===== config.mk =====
export PLATFORM = sky130hd
export DESIGN_NAME = tpr_top
export DESIGN_NICKNAME = d
export VERILOG_FILES = /design/src/rtl/tpr_pkg.sv /design/src/rtl/tpr_filt.sv /design/src/rtl/tpr_irq.sv /design/src/rtl/tpr_top.sv
export VERILOG_INCLUDE_DIRS = /design/src /design/src/rtl
export SDC_FILE = /design/constraint.sdc
export NUM_CORES = 1
export LEC_CHECK = 0
export BUFFER_PORTS_ARGS = -buffer_cell sky130_fd_sc_hd__buf_2
export CORE_AREA = 3 3 74 76
export CTS_CLUSTER_DIAMETER = 150
export DETAILED_ROUTE_END_ITERATION = 7
export DIE_AREA = 0 0 77 79
export PLACE_DENSITY = 0.76
export SETUP_SLACK_MARGIN = 0.02
export SYNTH_ARGS = -nofsm -noshare
export SYNTH_HDL_FRONTEND = slang
export SYNTH_SLANG_ARGS = --single-unit

===== constraint.sdc =====
create_clock -name sys_clk_i -period 2.1 [get_ports sys_clk_i]
set_clock_uncertainty 0.1 [all_clocks]
set_input_delay 0.315 -clock sys_clk_i [delete_from_list [all_inputs] [get_ports sys_clk_i]]
set_output_delay 0.315 -clock sys_clk_i [all_outputs]
set_load 0.02 [all_outputs]

===== src/rtl/tpr_regs.svh =====
// register offsets, field positions, reset values and timing counts
// assumes a byte-wide register port addressed by printed offsets
`ifndef TPR_REGS_SVH
`define TPR_REGS_SVH

// ==========================================
// offsets
`define TPR_ROUTE0_ADDR   16'h0182
`define TPR_ROUTE1_ADDR   16'h0183
`define TPR_OER_ADDR      16'h0184
`define TPR_IRQ0C_ADDR    16'h0185
`define TPR_ISTAT_ADDR    16'h0186
`define TPR_ICLR_ADDR     16'h0187
`define TPR_IEN_ADDR      16'h0188

// ==========================================
// fields
`define TPR_ROUTE0_MASK   8'h11
`define TPR_ROUTE1_MASK   8'h33
`define TPR_CHA_BIT       0
`define TPR_CHB_BIT       4
`define TPR_CHC_LSB       0
`define TPR_CHD_LSB       4
`define TPR_OER_MASK      8'h8f
`define TPR_ARM_BIT       7
`define TPR_IRQ0C_MASK    8'hb7
`define TPR_IEN_BIT       0
`define TPR_BOTH_BIT      1
`define TPR_POL_BIT       2
`define TPR_FILT_LSB      4
`define TPR_REQ_BIT       7
`define TPR_EV_REQ        0
`define TPR_EV_CUT        1

// ==========================================
// reset values
`define TPR_ROUTE_RST     8'h00
`define TPR_OER_RST       8'h0f
`define TPR_IRQ0C_RST     8'h00

// ==========================================
// filter sample periods in clock cycles minus one (compare limits: 0, 7 and 31 give 1, 8 and 32)
`define TPR_FILT_DIV1     5'h00
`define TPR_FILT_DIV8     5'h07
`define TPR_FILT_DIV32    5'h1f
`define TPR_FILT_SAMPLES  3

`endif


===== src/rtl/tpr_pkg.sv =====
// types shared by the pin route and cutoff block
// assumes nothing of its surroundings
package tpr_pkg;
  typedef enum logic [1:0] {
    TPR_ROUTE_NONE = 2'b00,
    TPR_ROUTE_PIN1 = 2'b01,
    TPR_ROUTE_PIN2 = 2'b10,
    TPR_ROUTE_BAD  = 2'b11
  } tpr_route_t;

  typedef enum logic [1:0] {
    TPR_FILT_NONE = 2'b00,
    TPR_FILT_F1   = 2'b01,
    TPR_FILT_F8   = 2'b10,
    TPR_FILT_F32  = 2'b11
  } tpr_filt_t;
endpackage


===== src/rtl/tpr_filt.sv =====
// digital noise filter for the external interrupt 0 pin
// assumes the pin is synchronous to sys_clk_i
`timescale 1ns/1ps
`default_nettype none
`include "tpr_regs.svh"

module tpr_filt
  import tpr_pkg::*;
(
  input  wire logic              sys_clk_i,
  input  wire logic              sys_rst_i,
  input  wire logic              pin_i,
  input  wire tpr_pkg::tpr_filt_t sel_i,
  output logic                   lvl_o
);
  logic [4:0] div_r,  div_nxt;
  logic [2:0] smp_r,  smp_nxt;
  logic       filt_r, filt_nxt;
  logic [4:0] period;
  logic       tick;

  // ==========================================
  // sample divider and majority-free agreement check
  always_comb begin
    case (sel_i)
      TPR_FILT_F8:  period = `TPR_FILT_DIV8;
      TPR_FILT_F32: period = `TPR_FILT_DIV32;
      default:      period = `TPR_FILT_DIV1;
    endcase
    tick     = (div_r >= period);
    div_nxt  = tick ? 5'h00 : div_r + 5'h01;
    smp_nxt  = tick ? {smp_r[1:0], pin_i} : smp_r;
    filt_nxt = filt_r;
    if (smp_r == 3'b111) begin
      filt_nxt = 1'b1;
    end else if (smp_r == 3'b000) begin
      filt_nxt = 1'b0;
    end
  end

  always_ff @(posedge sys_clk_i) begin
    if (sys_rst_i) begin
      div_r  <= 5'h00;
      smp_r  <= 3'h7;
      filt_r <= 1'b1;
    end else begin
      div_r  <= div_nxt;
      smp_r  <= smp_nxt;
      filt_r <= filt_nxt;
    end
  end

  // unfiltered path keeps the cutoff within two cycles
  assign lvl_o = (sel_i == TPR_FILT_NONE) ? pin_i : filt_r;
endmodule // tpr_filt

`default_nettype wire


===== src/rtl/tpr_irq.sv =====
// sticky event status, write-one clear, enable and level interrupt
// assumes one-cycle event pulses and one-cycle write strobes
`timescale 1ns/1ps
`default_nettype none

module tpr_irq (
  input  wire logic       sys_clk_i,
  input  wire logic       sys_rst_i,
  input  wire logic [1:0] ev_i,
  input  wire logic       clr_wr_i,
  input  wire logic       en_wr_i,
  input  wire logic [1:0] wdata_i,
  output logic      [1:0] status_o,
  output logic      [1:0] enable_o,
  output logic            irq_o
);
  logic [1:0] stat_nxt;
  logic [1:0] en_nxt;
  logic       irq_nxt;

  always_comb begin
    // an event in the clearing cycle survives
    stat_nxt = (status_o & ~({2{clr_wr_i}} & wdata_i)) | ev_i;
    en_nxt   = en_wr_i ? wdata_i : enable_o;
    irq_nxt  = |(stat_nxt & en_nxt);
  end

  always_ff @(posedge sys_clk_i) begin
    if (sys_rst_i) begin
      status_o <= 2'h0;
      enable_o <= 2'h0;
      irq_o    <= 1'b0;
    end else begin
      status_o <= stat_nxt;
      enable_o <= en_nxt;
      irq_o    <= irq_nxt;
    end
  end
endmodule // tpr_irq

`default_nettype wire


===== src/rtl/tpr_top.sv =====
// timer pin routing and forced output cutoff from the interrupt 0 pin
// assumes a timer core supplying channel outputs and a port block
// that owns every pin whose select output is low
//
// The plain strobed port was decided locally.
`timescale 1ns/1ps
`default_nettype none
`include "tpr_regs.svh"

// Function
// - channel A route bit: 0 pin unused, 1 pin assigned.
// - channel C field: 00 unused, 01 first pin, 10 second; never 11.
// - cutoff only affects pins in output compare, PWM or dual-PWM mode.
// - disable bit 0 lets timer drive pin; 1 makes it general I/O.
// - armed and interrupt 0 pin low sets all four disable bits.
// - pins return to general I/O within one to two clocks with the filter off.
// - request flag sets on each matching edge, apart from cutoff.
// - unassigned route bits read zero; software writes zero there.
module tpr_top
  import tpr_pkg::*;
(
  input  wire logic        sys_clk_i,
  input  wire logic        sys_rst_i,
  input  wire logic [15:0] reg_addr_i,
  input  wire logic [7:0]  reg_wdata_i,
  input  wire logic        reg_wr_i,
  input  wire logic        reg_rd_i,
  output logic      [7:0]  reg_rdata_o,
  input  wire logic [3:0]  tmr_out_i,
  input  wire logic [3:0]  tmr_drive_mode_i,
  input  wire logic [5:0]  pin_i,
  input  wire logic        ext_irq0_n_i,
  output logic      [5:0]  pin_tmr_sel_o,
  output logic      [5:0]  pin_tmr_dat_o,
  output logic      [3:0]  chan_in_o,
  output logic             ext_irq0_req_o,
  output logic             irq_o
);
  import tpr_pkg::*;

  // ==========================================
  // functions
  function automatic logic route_hit(input logic [1:0] code, input tpr_route_t want);
    // code 11 owns no pin, so a forbidden write never drives two pins
    route_hit = (code == want);
  endfunction

  // pin order: A, B, C first, C second, D first, D second
  function automatic logic [5:0] per_pin(input logic [3:0] ch);
    per_pin = {ch[3], ch[3], ch[2], ch[2], ch[1], ch[0]};
  endfunction

  // ==========================================
  // register state
  logic [7:0] route0_r, route0_nxt;
  logic [7:0] route1_r, route1_nxt;
  logic [7:0] oer_r,    oer_nxt;
  logic [7:0] irq0c_r,  irq0c_nxt;
  logic [7:0] rdata_nxt;
  logic [1:0] istat;
  logic [1:0] ien;
  logic       wr_route0;
  logic       wr_route1;
  logic       wr_oer;
  logic       wr_irq0c;
  logic       wr_iclr;
  logic       wr_ien;

  assign wr_route0 = reg_wr_i && (reg_addr_i == `TPR_ROUTE0_ADDR);
  assign wr_route1 = reg_wr_i && (reg_addr_i == `TPR_ROUTE1_ADDR);
  assign wr_oer    = reg_wr_i && (reg_addr_i == `TPR_OER_ADDR);
  assign wr_irq0c  = reg_wr_i && (reg_addr_i == `TPR_IRQ0C_ADDR);
  assign wr_iclr   = reg_wr_i && (reg_addr_i == `TPR_ICLR_ADDR);
  assign wr_ien    = reg_wr_i && (reg_addr_i == `TPR_IEN_ADDR);

  // ==========================================
  // interrupt 0 input path
  logic       irq0_lvl;
  logic       prev_lvl_r, prev_lvl_nxt;
  logic       edge_hit;
  logic       cut_now;
  tpr_filt_t  filt_sel;

  assign filt_sel = tpr_filt_t'(irq0c_r[`TPR_FILT_LSB +: 2]);

  tpr_filt u_filt (
    .sys_clk_i (sys_clk_i),
    .sys_rst_i (sys_rst_i),
    .pin_i     (ext_irq0_n_i),
    .sel_i     (filt_sel),
    .lvl_o     (irq0_lvl)
  );

  always_comb begin
    prev_lvl_nxt = irq0_lvl;
    edge_hit     = 1'b0;
    if (irq0c_r[`TPR_IEN_BIT]) begin
      if (irq0c_r[`TPR_BOTH_BIT]) begin
        edge_hit = (irq0_lvl != prev_lvl_r);
      end else if (irq0c_r[`TPR_POL_BIT]) begin
        edge_hit = irq0_lvl && !prev_lvl_r;
      end else begin
        edge_hit = !irq0_lvl && prev_lvl_r;
      end
    end
    // a held low level keeps cutting, even against a software re-enable
    cut_now = oer_r[`TPR_ARM_BIT] && !irq0_lvl;
  end

  always_ff @(posedge sys_clk_i) begin
    if (sys_rst_i) begin
      prev_lvl_r <= 1'b1;
    end else begin
      prev_lvl_r <= prev_lvl_nxt;
    end
  end

  // ==========================================
  // register next values
  always_comb begin
    route0_nxt = wr_route0 ? (reg_wdata_i & `TPR_ROUTE0_MASK) : route0_r;
    route1_nxt = wr_route1 ? (reg_wdata_i & `TPR_ROUTE1_MASK) : route1_r;
    oer_nxt    = wr_oer ? (reg_wdata_i & `TPR_OER_MASK) : oer_r;
    if (cut_now) begin
      oer_nxt[3:0] = 4'hf;
    end
    irq0c_nxt = irq0c_r;
    if (wr_irq0c) begin
      irq0c_nxt = (reg_wdata_i & `TPR_IRQ0C_MASK) | (irq0c_r & 8'h80);
      // the request flag clears only by writing zero to it
      irq0c_nxt[`TPR_REQ_BIT] = irq0c_r[`TPR_REQ_BIT] & reg_wdata_i[`TPR_REQ_BIT];
    end
    if (edge_hit) begin
      irq0c_nxt[`TPR_REQ_BIT] = 1'b1;
    end
  end

  always_ff @(posedge sys_clk_i) begin
    if (sys_rst_i) begin
      route0_r <= `TPR_ROUTE_RST;
      route1_r <= `TPR_ROUTE_RST;
      oer_r    <= `TPR_OER_RST;
      irq0c_r  <= `TPR_IRQ0C_RST;
    end else begin
      route0_r <= route0_nxt;
      route1_r <= route1_nxt;
      oer_r    <= oer_nxt;
      irq0c_r  <= irq0c_nxt;
    end
  end

  // ==========================================
  // pin ownership, built from next values so the cutoff lands at once
  logic [5:0] routed;
  logic [5:0] sel_nxt;
  logic [5:0] dat_nxt;
  logic [3:0] cin_nxt;
  logic       req_nxt;

  always_comb begin
    routed[0] = route0_nxt[`TPR_CHA_BIT];
    routed[1] = route0_nxt[`TPR_CHB_BIT];
    routed[2] = route_hit(route1_nxt[`TPR_CHC_LSB +: 2], TPR_ROUTE_PIN1);
    routed[3] = route_hit(route1_nxt[`TPR_CHC_LSB +: 2], TPR_ROUTE_PIN2);
    routed[4] = route_hit(route1_nxt[`TPR_CHD_LSB +: 2], TPR_ROUTE_PIN1);
    routed[5] = route_hit(route1_nxt[`TPR_CHD_LSB +: 2], TPR_ROUTE_PIN2);
    // only output-mode channels hand their pin to the timer
    sel_nxt = routed & per_pin(tmr_drive_mode_i)
            & ~per_pin(oer_nxt[3:0]);
    dat_nxt = per_pin(tmr_out_i) & sel_nxt;
    cin_nxt[0] = routed[0] & pin_i[0];
    cin_nxt[1] = routed[1] & pin_i[1];
    cin_nxt[2] = (routed[2] & pin_i[2]) | (routed[3] & pin_i[3]);
    cin_nxt[3] = (routed[4] & pin_i[4]) | (routed[5] & pin_i[5]);
    req_nxt    = irq0c_nxt[`TPR_REQ_BIT];
  end

  always_ff @(posedge sys_clk_i) begin
    if (sys_rst_i) begin
      pin_tmr_sel_o  <= 6'h00;
      pin_tmr_dat_o  <= 6'h00;
      chan_in_o      <= 4'h0;
      ext_irq0_req_o <= 1'b0;
    end else begin
      pin_tmr_sel_o  <= sel_nxt;
      pin_tmr_dat_o  <= dat_nxt;
      chan_in_o      <= cin_nxt;
      ext_irq0_req_o <= req_nxt;
    end
  end

  // ==========================================
  // event interrupt
  tpr_irq u_irq (
    .sys_clk_i (sys_clk_i),
    .sys_rst_i (sys_rst_i),
    .ev_i      ({cut_now, edge_hit}),
    .clr_wr_i  (wr_iclr),
    .en_wr_i   (wr_ien),
    .wdata_i   (reg_wdata_i[1:0]),
    .status_o  (istat),
    .enable_o  (ien),
    .irq_o     (irq_o)
  );

  // ==========================================
  // read port; unmapped and write-only addresses return zero
  always_comb begin
    rdata_nxt = 8'h00;
    if (reg_rd_i) begin
      case (reg_addr_i)
        `TPR_ROUTE0_ADDR: rdata_nxt = route0_r & `TPR_ROUTE0_MASK;
        `TPR_ROUTE1_ADDR: rdata_nxt = route1_r & `TPR_ROUTE1_MASK;
        `TPR_OER_ADDR:    rdata_nxt = oer_r;
        `TPR_IRQ0C_ADDR:  rdata_nxt = irq0c_r;
        `TPR_ISTAT_ADDR:  rdata_nxt = {6'h00, istat};
        `TPR_IEN_ADDR:    rdata_nxt = {6'h00, ien};
        default:          rdata_nxt = 8'h00;
      endcase
    end
  end

  always_ff @(posedge sys_clk_i) begin
    if (sys_rst_i) begin
      reg_rdata_o <= 8'h00;
    end else begin
      reg_rdata_o <= rdata_nxt;
    end
  end
endmodule // tpr_top

`default_nettype wire

== Word-level counts from Yosys, hierarchy flattened ==
Index checks and enable logic that the tools add are counted.
Operators by class
  add/subtract/negate cells: 1
  $lt $le $gt $ge: 1
  equal/unequal tests: 15
  muxes and demuxes: 13
  bitwise logic cells: 20
  reduce and logical (&&, ||, !) cells: 18
Operators with widths (number)
  equality test 16 x 9 -> 1 bit, second input constant: 7
  case mux 8 bit (6 select lines): 1
  bitwise AND 6 bit: 3
  case mux 5 bit (2 select lines): 1
  logical AND 1 bit: 9
  equality test 2 bit, second input constant: 4
  two-way mux 4 bit: 2
  two-way mux 8 bit: 1
  OR reduction 2 bit: 4
  bitwise AND 1 bit: 7
  bitwise AND 2 bit: 3
  two-way mux 6 bit: 1
  NOT 6 bit: 1
  bitwise OR 6 x 1 -> 6 bit, second input constant: 1
  adder 5 x 1 -> 5 bit, second input constant: 1
  greater-or-equal comparator 5 bit: 1
  two-way mux 1 bit: 5
  two-way mux 5 bit: 1
  equality test 2 x 1 -> 1 bit, second input constant: 2
  equality test 3 bit, second input constant: 1
  zero test 3 bit: 1
  zero test 1 bit: 2
  zero test 2 bit: 1
  two-way mux 2 bit: 1
  6 further kinds: 7
Storage, ports and cells
  bits in registers: 58
  input bits: 43
  output and inout bits: 26
  logic and storage cells: 85

== Logic depth before layout (Yosys ltp) ==
  depth in word-level cells: 10
  mapped depth: 8

== Modules after synthesis ==
Synthesis repeated with hierarchy kept, for this count alone.
Unflattened totals
  cells, all modules: 265
  area total of the unflattened synthesis: 2565.0 um^2
By module, submodules not included
  tpr_top: times used 1, cells each 198, area each 1909.3 um^2, seq. area each 820.8 um^2
  tpr_filt: times used 1, cells each 50, area each 488.0 um^2, seq. area each 180.2 um^2
  tpr_irq: times used 1, cells each 17, area each 167.7 um^2, seq. area each 100.1 um^2

== Worst setup path before layout ==
Ideal clock, no wire load.
  path type: register -> register
  start: register irq0c_r[5]
  end: register u_irq.irq_o
  arrival: 1678 ps
  data required time: 1882 ps
  slack: 204 ps
  cell stages (with the launch flop): 9
  period minus slack after synthesis: 1896 ps
  path through: dfxtp_1 nor2_1 mux2i_1 inv_1 ha_1 mux2_2 o211ai_1 a21o_1 o2bb2ai_1
On the way
  cells in the longest elaborated chain, start to end: 10
  elaborated cells between the ends (all ways): 13
RTL lines
  from (decl): RTL line tpr_top.sv:58  | logic [7:0] irq0c_r, irq0c_nxt;
  from (signal assigned): RTL line tpr_top.sv:143  | irq0c_r <= `TPR_IRQ0C_RST;
  from (signal assigned): RTL line tpr_top.sv:148  | irq0c_r <= irq0c_nxt;
  zero test 2 bit (*): RTL line tpr_filt.sv:54  | assign lvl_o = (sel_i == TPR_FILT_NONE) ? pin_i : filt_r;
  two-way mux 1 bit (*): RTL line tpr_filt.sv:54
  named net irq0_lvl: RTL line tpr_top.sv:78  | logic irq0_lvl;
  zero test 1 bit: RTL line tpr_top.sv:103, tpr_top.sv:107
  logical AND 1 bit: RTL line tpr_top.sv:103  | edge_hit = !irq0_lvl && prev_lvl_r;
  two-way mux 1 bit: RTL line tpr_top.sv:100  | end else if (irq0c_r[`TPR_POL_BIT]) begin
  two-way mux 1 bit: RTL line tpr_top.sv:98  | if (irq0c_r[`TPR_BOTH_BIT]) begin
  two-way mux 1 bit: RTL line tpr_top.sv:97  | if (irq0c_r[`TPR_IEN_BIT]) begin
  bitwise OR 2 bit (*): RTL line tpr_irq.sv:23  | stat_nxt = (status_o & ~({2{clr_wr_i}} & wdata_i)) | ev_i;
  bitwise AND 2 bit (*): RTL line tpr_irq.sv:25  | irq_nxt = |(stat_nxt & en_nxt);
  OR reduction 2 bit (*): RTL line tpr_irq.sv:25
  to (signal assigned): RTL line tpr_irq.sv:36  | irq_o <= irq_nxt;
  to (decl): RTL line tpr_irq.sv:15  | output logic irq_o
Mark *: on every way through the listed nets, which the timed path passes. The rest lies on a longest branch.
A chain may end at the register's enable or synchronous reset.

== Final worst setup path ==
  start: register irq0c_r[4]
  end: register u_irq.irq_o
Same word-level chain as after synthesis.

==> impl_results.md <==
- Status: complete, no violations
- Routed Wire Length: 5700 um
- Layout cells sized above 1: 29.4%
- Die area: 0.00608 mm2
- Core Area: 0.00479 mm2
- Post-CTS Setup Inserts: 0
- Post-synthesis adder-cell area fraction: 3.95%
- Wire per inst: 14.1 um
- Static leakage: 1.25 nW
- Synthesis Warnings: 0
- Mapped cell area: 0.00253 mm2
- Final WS setup: 179 ps
- Fillers: 427
- Fin. max-slew vios: 0
- Number of synthesized flops with an enable pin: 0
- Post-synth top flop: dfxtp_1
- Gr ovfl total: 0
- Largest family of logic cells by synthesized area: simple AND/OR/NAND/NOR gates
- VDD IR max: 0.000406 V
- Worst Hold Class: in2reg
- Part of the cycle the worst path needs: 91.5%
- Port Buffers: 66
- DR DRC count: 0
- Fin. Hold Viols: 0
- Setup TNS: 0 ps
- Seq/Total Area, Yosys: 43.4%
- Max H-tree Level: 2
- RSZ-0062 raised after global routing: no
- Post-Syn Instances: 267
- Crit-path max FO: 4
- # diodes: 0
- Total clock sinks: 55
- Cts repair resizes: 0
- Largest net degree at the start of global routing: 22
- CTS Buf Count: 5
- Hold_sp: tmr_out_i[1]
- Compound-Gate Fraction of Synth Area: 13.3%
- WHS Endpoint: pin_tmr_dat_o[1]
- Nets: 387
- Area Overhead vs Synth: 21.3%
- Post-CTS Hold Buffers: 0
- Top post-synthesis cells by area: dfxtp_1 (43%), mux2i_1 (4.7%), ha_1 (3.9%), nand2_1 (3.7%), a21oi_1 (3.6%)
- Synth unique cells: 50
- Die width: 77 um
- Final setup viols: 0
- Pwr per Cell Area: 650 mW/mm2
- Gpl congestion: 0.879
- Clk slew on worst S/H paths: 90 ps
- Simple-gate share of the synthesized area: 28.5%
- Worst reg-to-reg setup slack: 180 ps
- TritonCTS clock tree: yes
- Total track usage: 19.4%
- Pre-CTS WS: 42.1 ps
- I/O pins: 69
- Req. time, crit path: 2210 ps
- Worst-skew pair later-pin latency: 310 ps
- Antenna violation net count after detailed routing: 0
- Yosys reg bits: 55
- Via density: 5.48
- Startpoint type of the worst setup path: flip-flop
- Post-Synth XOR/XNOR Area: 1.04%
- Critical path capture point type: flip-flop
- Tmin final: 1920 ps
- Reg2reg start: irq0c_r[4]
- Arr. time, crit path: 2030 ps
- Most area-hungry cell type in the Yosys netlist: dfxtp_1
- Max frequency: 521 MHz
- Via count: 2,212
- Avg Inst Size Synth: 9.49 um2
- First-pass GRT wire length: 9540 um
- Syn_nets: 318
- Iteration-0 DRC Markers: 123
- Root buffer cell: clkbuf_8
- Vias in the first global route: 2,118
- Min-Delay Path Depth: 3
- Max_cap viols: 0
- Die Ht: 79 um
- WS Path Type: reg2reg
- Dpl hpwl: 4270 um
- Clk buf depth: 2
- Initial antenna violation count: 0
- Critical R2R Capture: u_irq.irq_o
- First-pass DRT Iterations: 4
- Post-synth ARST share: 0%
- Initial Util: 53.0%
- Reg2reg path depth: 8
- Post-layout util: 64.2%
- # rows: 25
- Mux contribution to synthesized area: 5.63%
- Synth top area share: 43.4%
layer usage:
metal / wire [um] / global-route usage [%]
met1: 2550 / 25.3
met2: 2620 / 31.3
met3: 469 / 4.88
met4: 64 / 6.76
met5: 0 / 0
where the power goes:
part           internal, W  total [W]  switching (W)  leakage (nW)
combinational    0.0000566   0.000131      0.0000748         0.741
clock             0.000477   0.000820       0.000343        0.0654
sequential         0.00105    0.00105     0.00000204         0.444
state kept, by name, indices dropped and copies added, names as in the netlist, 2 cells and up:
signal	count
reg_rdata_o	7
route0_r	2
pin_tmr_sel_o	6
u_filt.div_r	5
u_irq.status_o	2
u_filt.smp_r	3
oer_r	5
pin_tmr_dat_o	6
chan_in_o	4
u_irq.enable_o	2
irq0c_r	6
route1_r	4
layout make-up:
cell class | count | area [um2] | area share (%)
timing repair buffer | 75 | 398 | 12.9
inverter | 6 | 22.5 | 0.733
tap | 67 | 83.8 | 2.73
multi-input combinational | 193 | 1340 | 43.5
sequential | 55 | 1100 | 35.8
clock buffer | 6 | 72.6 | 2.36
clock inverter | 2 | 60.1 | 1.95
worst max-delay path, cell delays in order, from the launching register on:
cell	delay, ps
dfxtp_1	360
nor2_2	130
mux2i_1	230
inv_1	60
ha_1	190
mux2_2	260
o211ai_1	240
a21o_1	170
o2bb2ai_1	70
cells by family (layout without fill, tap and decap cells):
group           Yosys count  in the layout
xor+xnor                  3              3
fa+ha+maj                 8              8
flops                    55             55
mux                      14             14
other cells               1              1
simple gates            114            114
compound gates           53             53
buf+inv                  19             89
placed cells by master, fill, tap and decap left out, types with 2 or more instances in the layout:
cell / Yosys / routed
nor4_4: 2 / 2
o21ai_1: 3 / 3
bufinv_16: 0 / 2
a221oi_1: 2 / 2
nor3_1: 11 / 11
buf_4: 3 / 9
mux2i_1: 12 / 12
xor2_1: 2 / 2
nand4_1: 4 / 4
nand3_1: 15 / 15
nor4b_4: 3 / 3
and3_1: 2 / 2
buf_2: 2 / 66
mux2_2: 2 / 2
nand3_2: 3 / 3
a21o_1: 2 / 2
o21ai_2: 2 / 2
nor2_1: 16 / 15
nand2_1: 25 / 25
nor3b_1: 9 / 9
clkbuf_8: 0 / 5
nand2b_1: 3 / 3
and2_1: 2 / 2
o21ai_0: 9 / 9
nor2b_1: 10 / 10
a21oi_1: 18 / 18
dfxtp_1: 55 / 55
ha_1: 8 / 8
inv_1: 6 / 6
a32oi_1: 5 / 5
a22oi_1: 4 / 4
metrics by stage:
stage | hold WS [ps] | cell area [um2] | std cells | power (W)
global route | 130 | 3070 | 404 | 0.00206
finish | 117 | 3070 | 404 | 0.00200
CTS | 111 | 3070 | 404 | 0.00201
detailed placement | 342 | 2940 | 396 | 0.00120
global placement | 340 | 2940 | 396 | 0.00120
floorplan | 322 | 2530 | 267 | 0.00113
Yosys cell counts, drive strengths merged, types with 5 or more instances:
library cell   n
ha             8
mux2i         12
inv            6
nor3          11
a32oi          5
nor2          17
nand2         25
nor2b         10
nor3b         10
clkbuf         6
o21ai         14
dfxtp         55
buf            7
a21oi         18
nand3         18
worst max path at each step:
| stage | from | end | slack [ps] | cells after the start |
|---|---|---|---|---|
| floorplan | irq0c_r[5] | u_irq.irq_o | 200 | 8 |
| global placement | reg_addr_i[5] | pin_tmr_dat_o[1] | 100 | 6 |
| detailed placement | reg_addr_i[5] | pin_tmr_dat_o[1] | 40 | 6 |
| CTS | irq0c_r[4] | u_irq.irq_o | 170 | 8 |
| global route | irq0c_r[4] | u_irq.irq_o | 20 | 8 |
| finish | irq0c_r[4] | u_irq.irq_o | 180 | 8 |
Note: power is estimated with default switching activity, not from simulation.
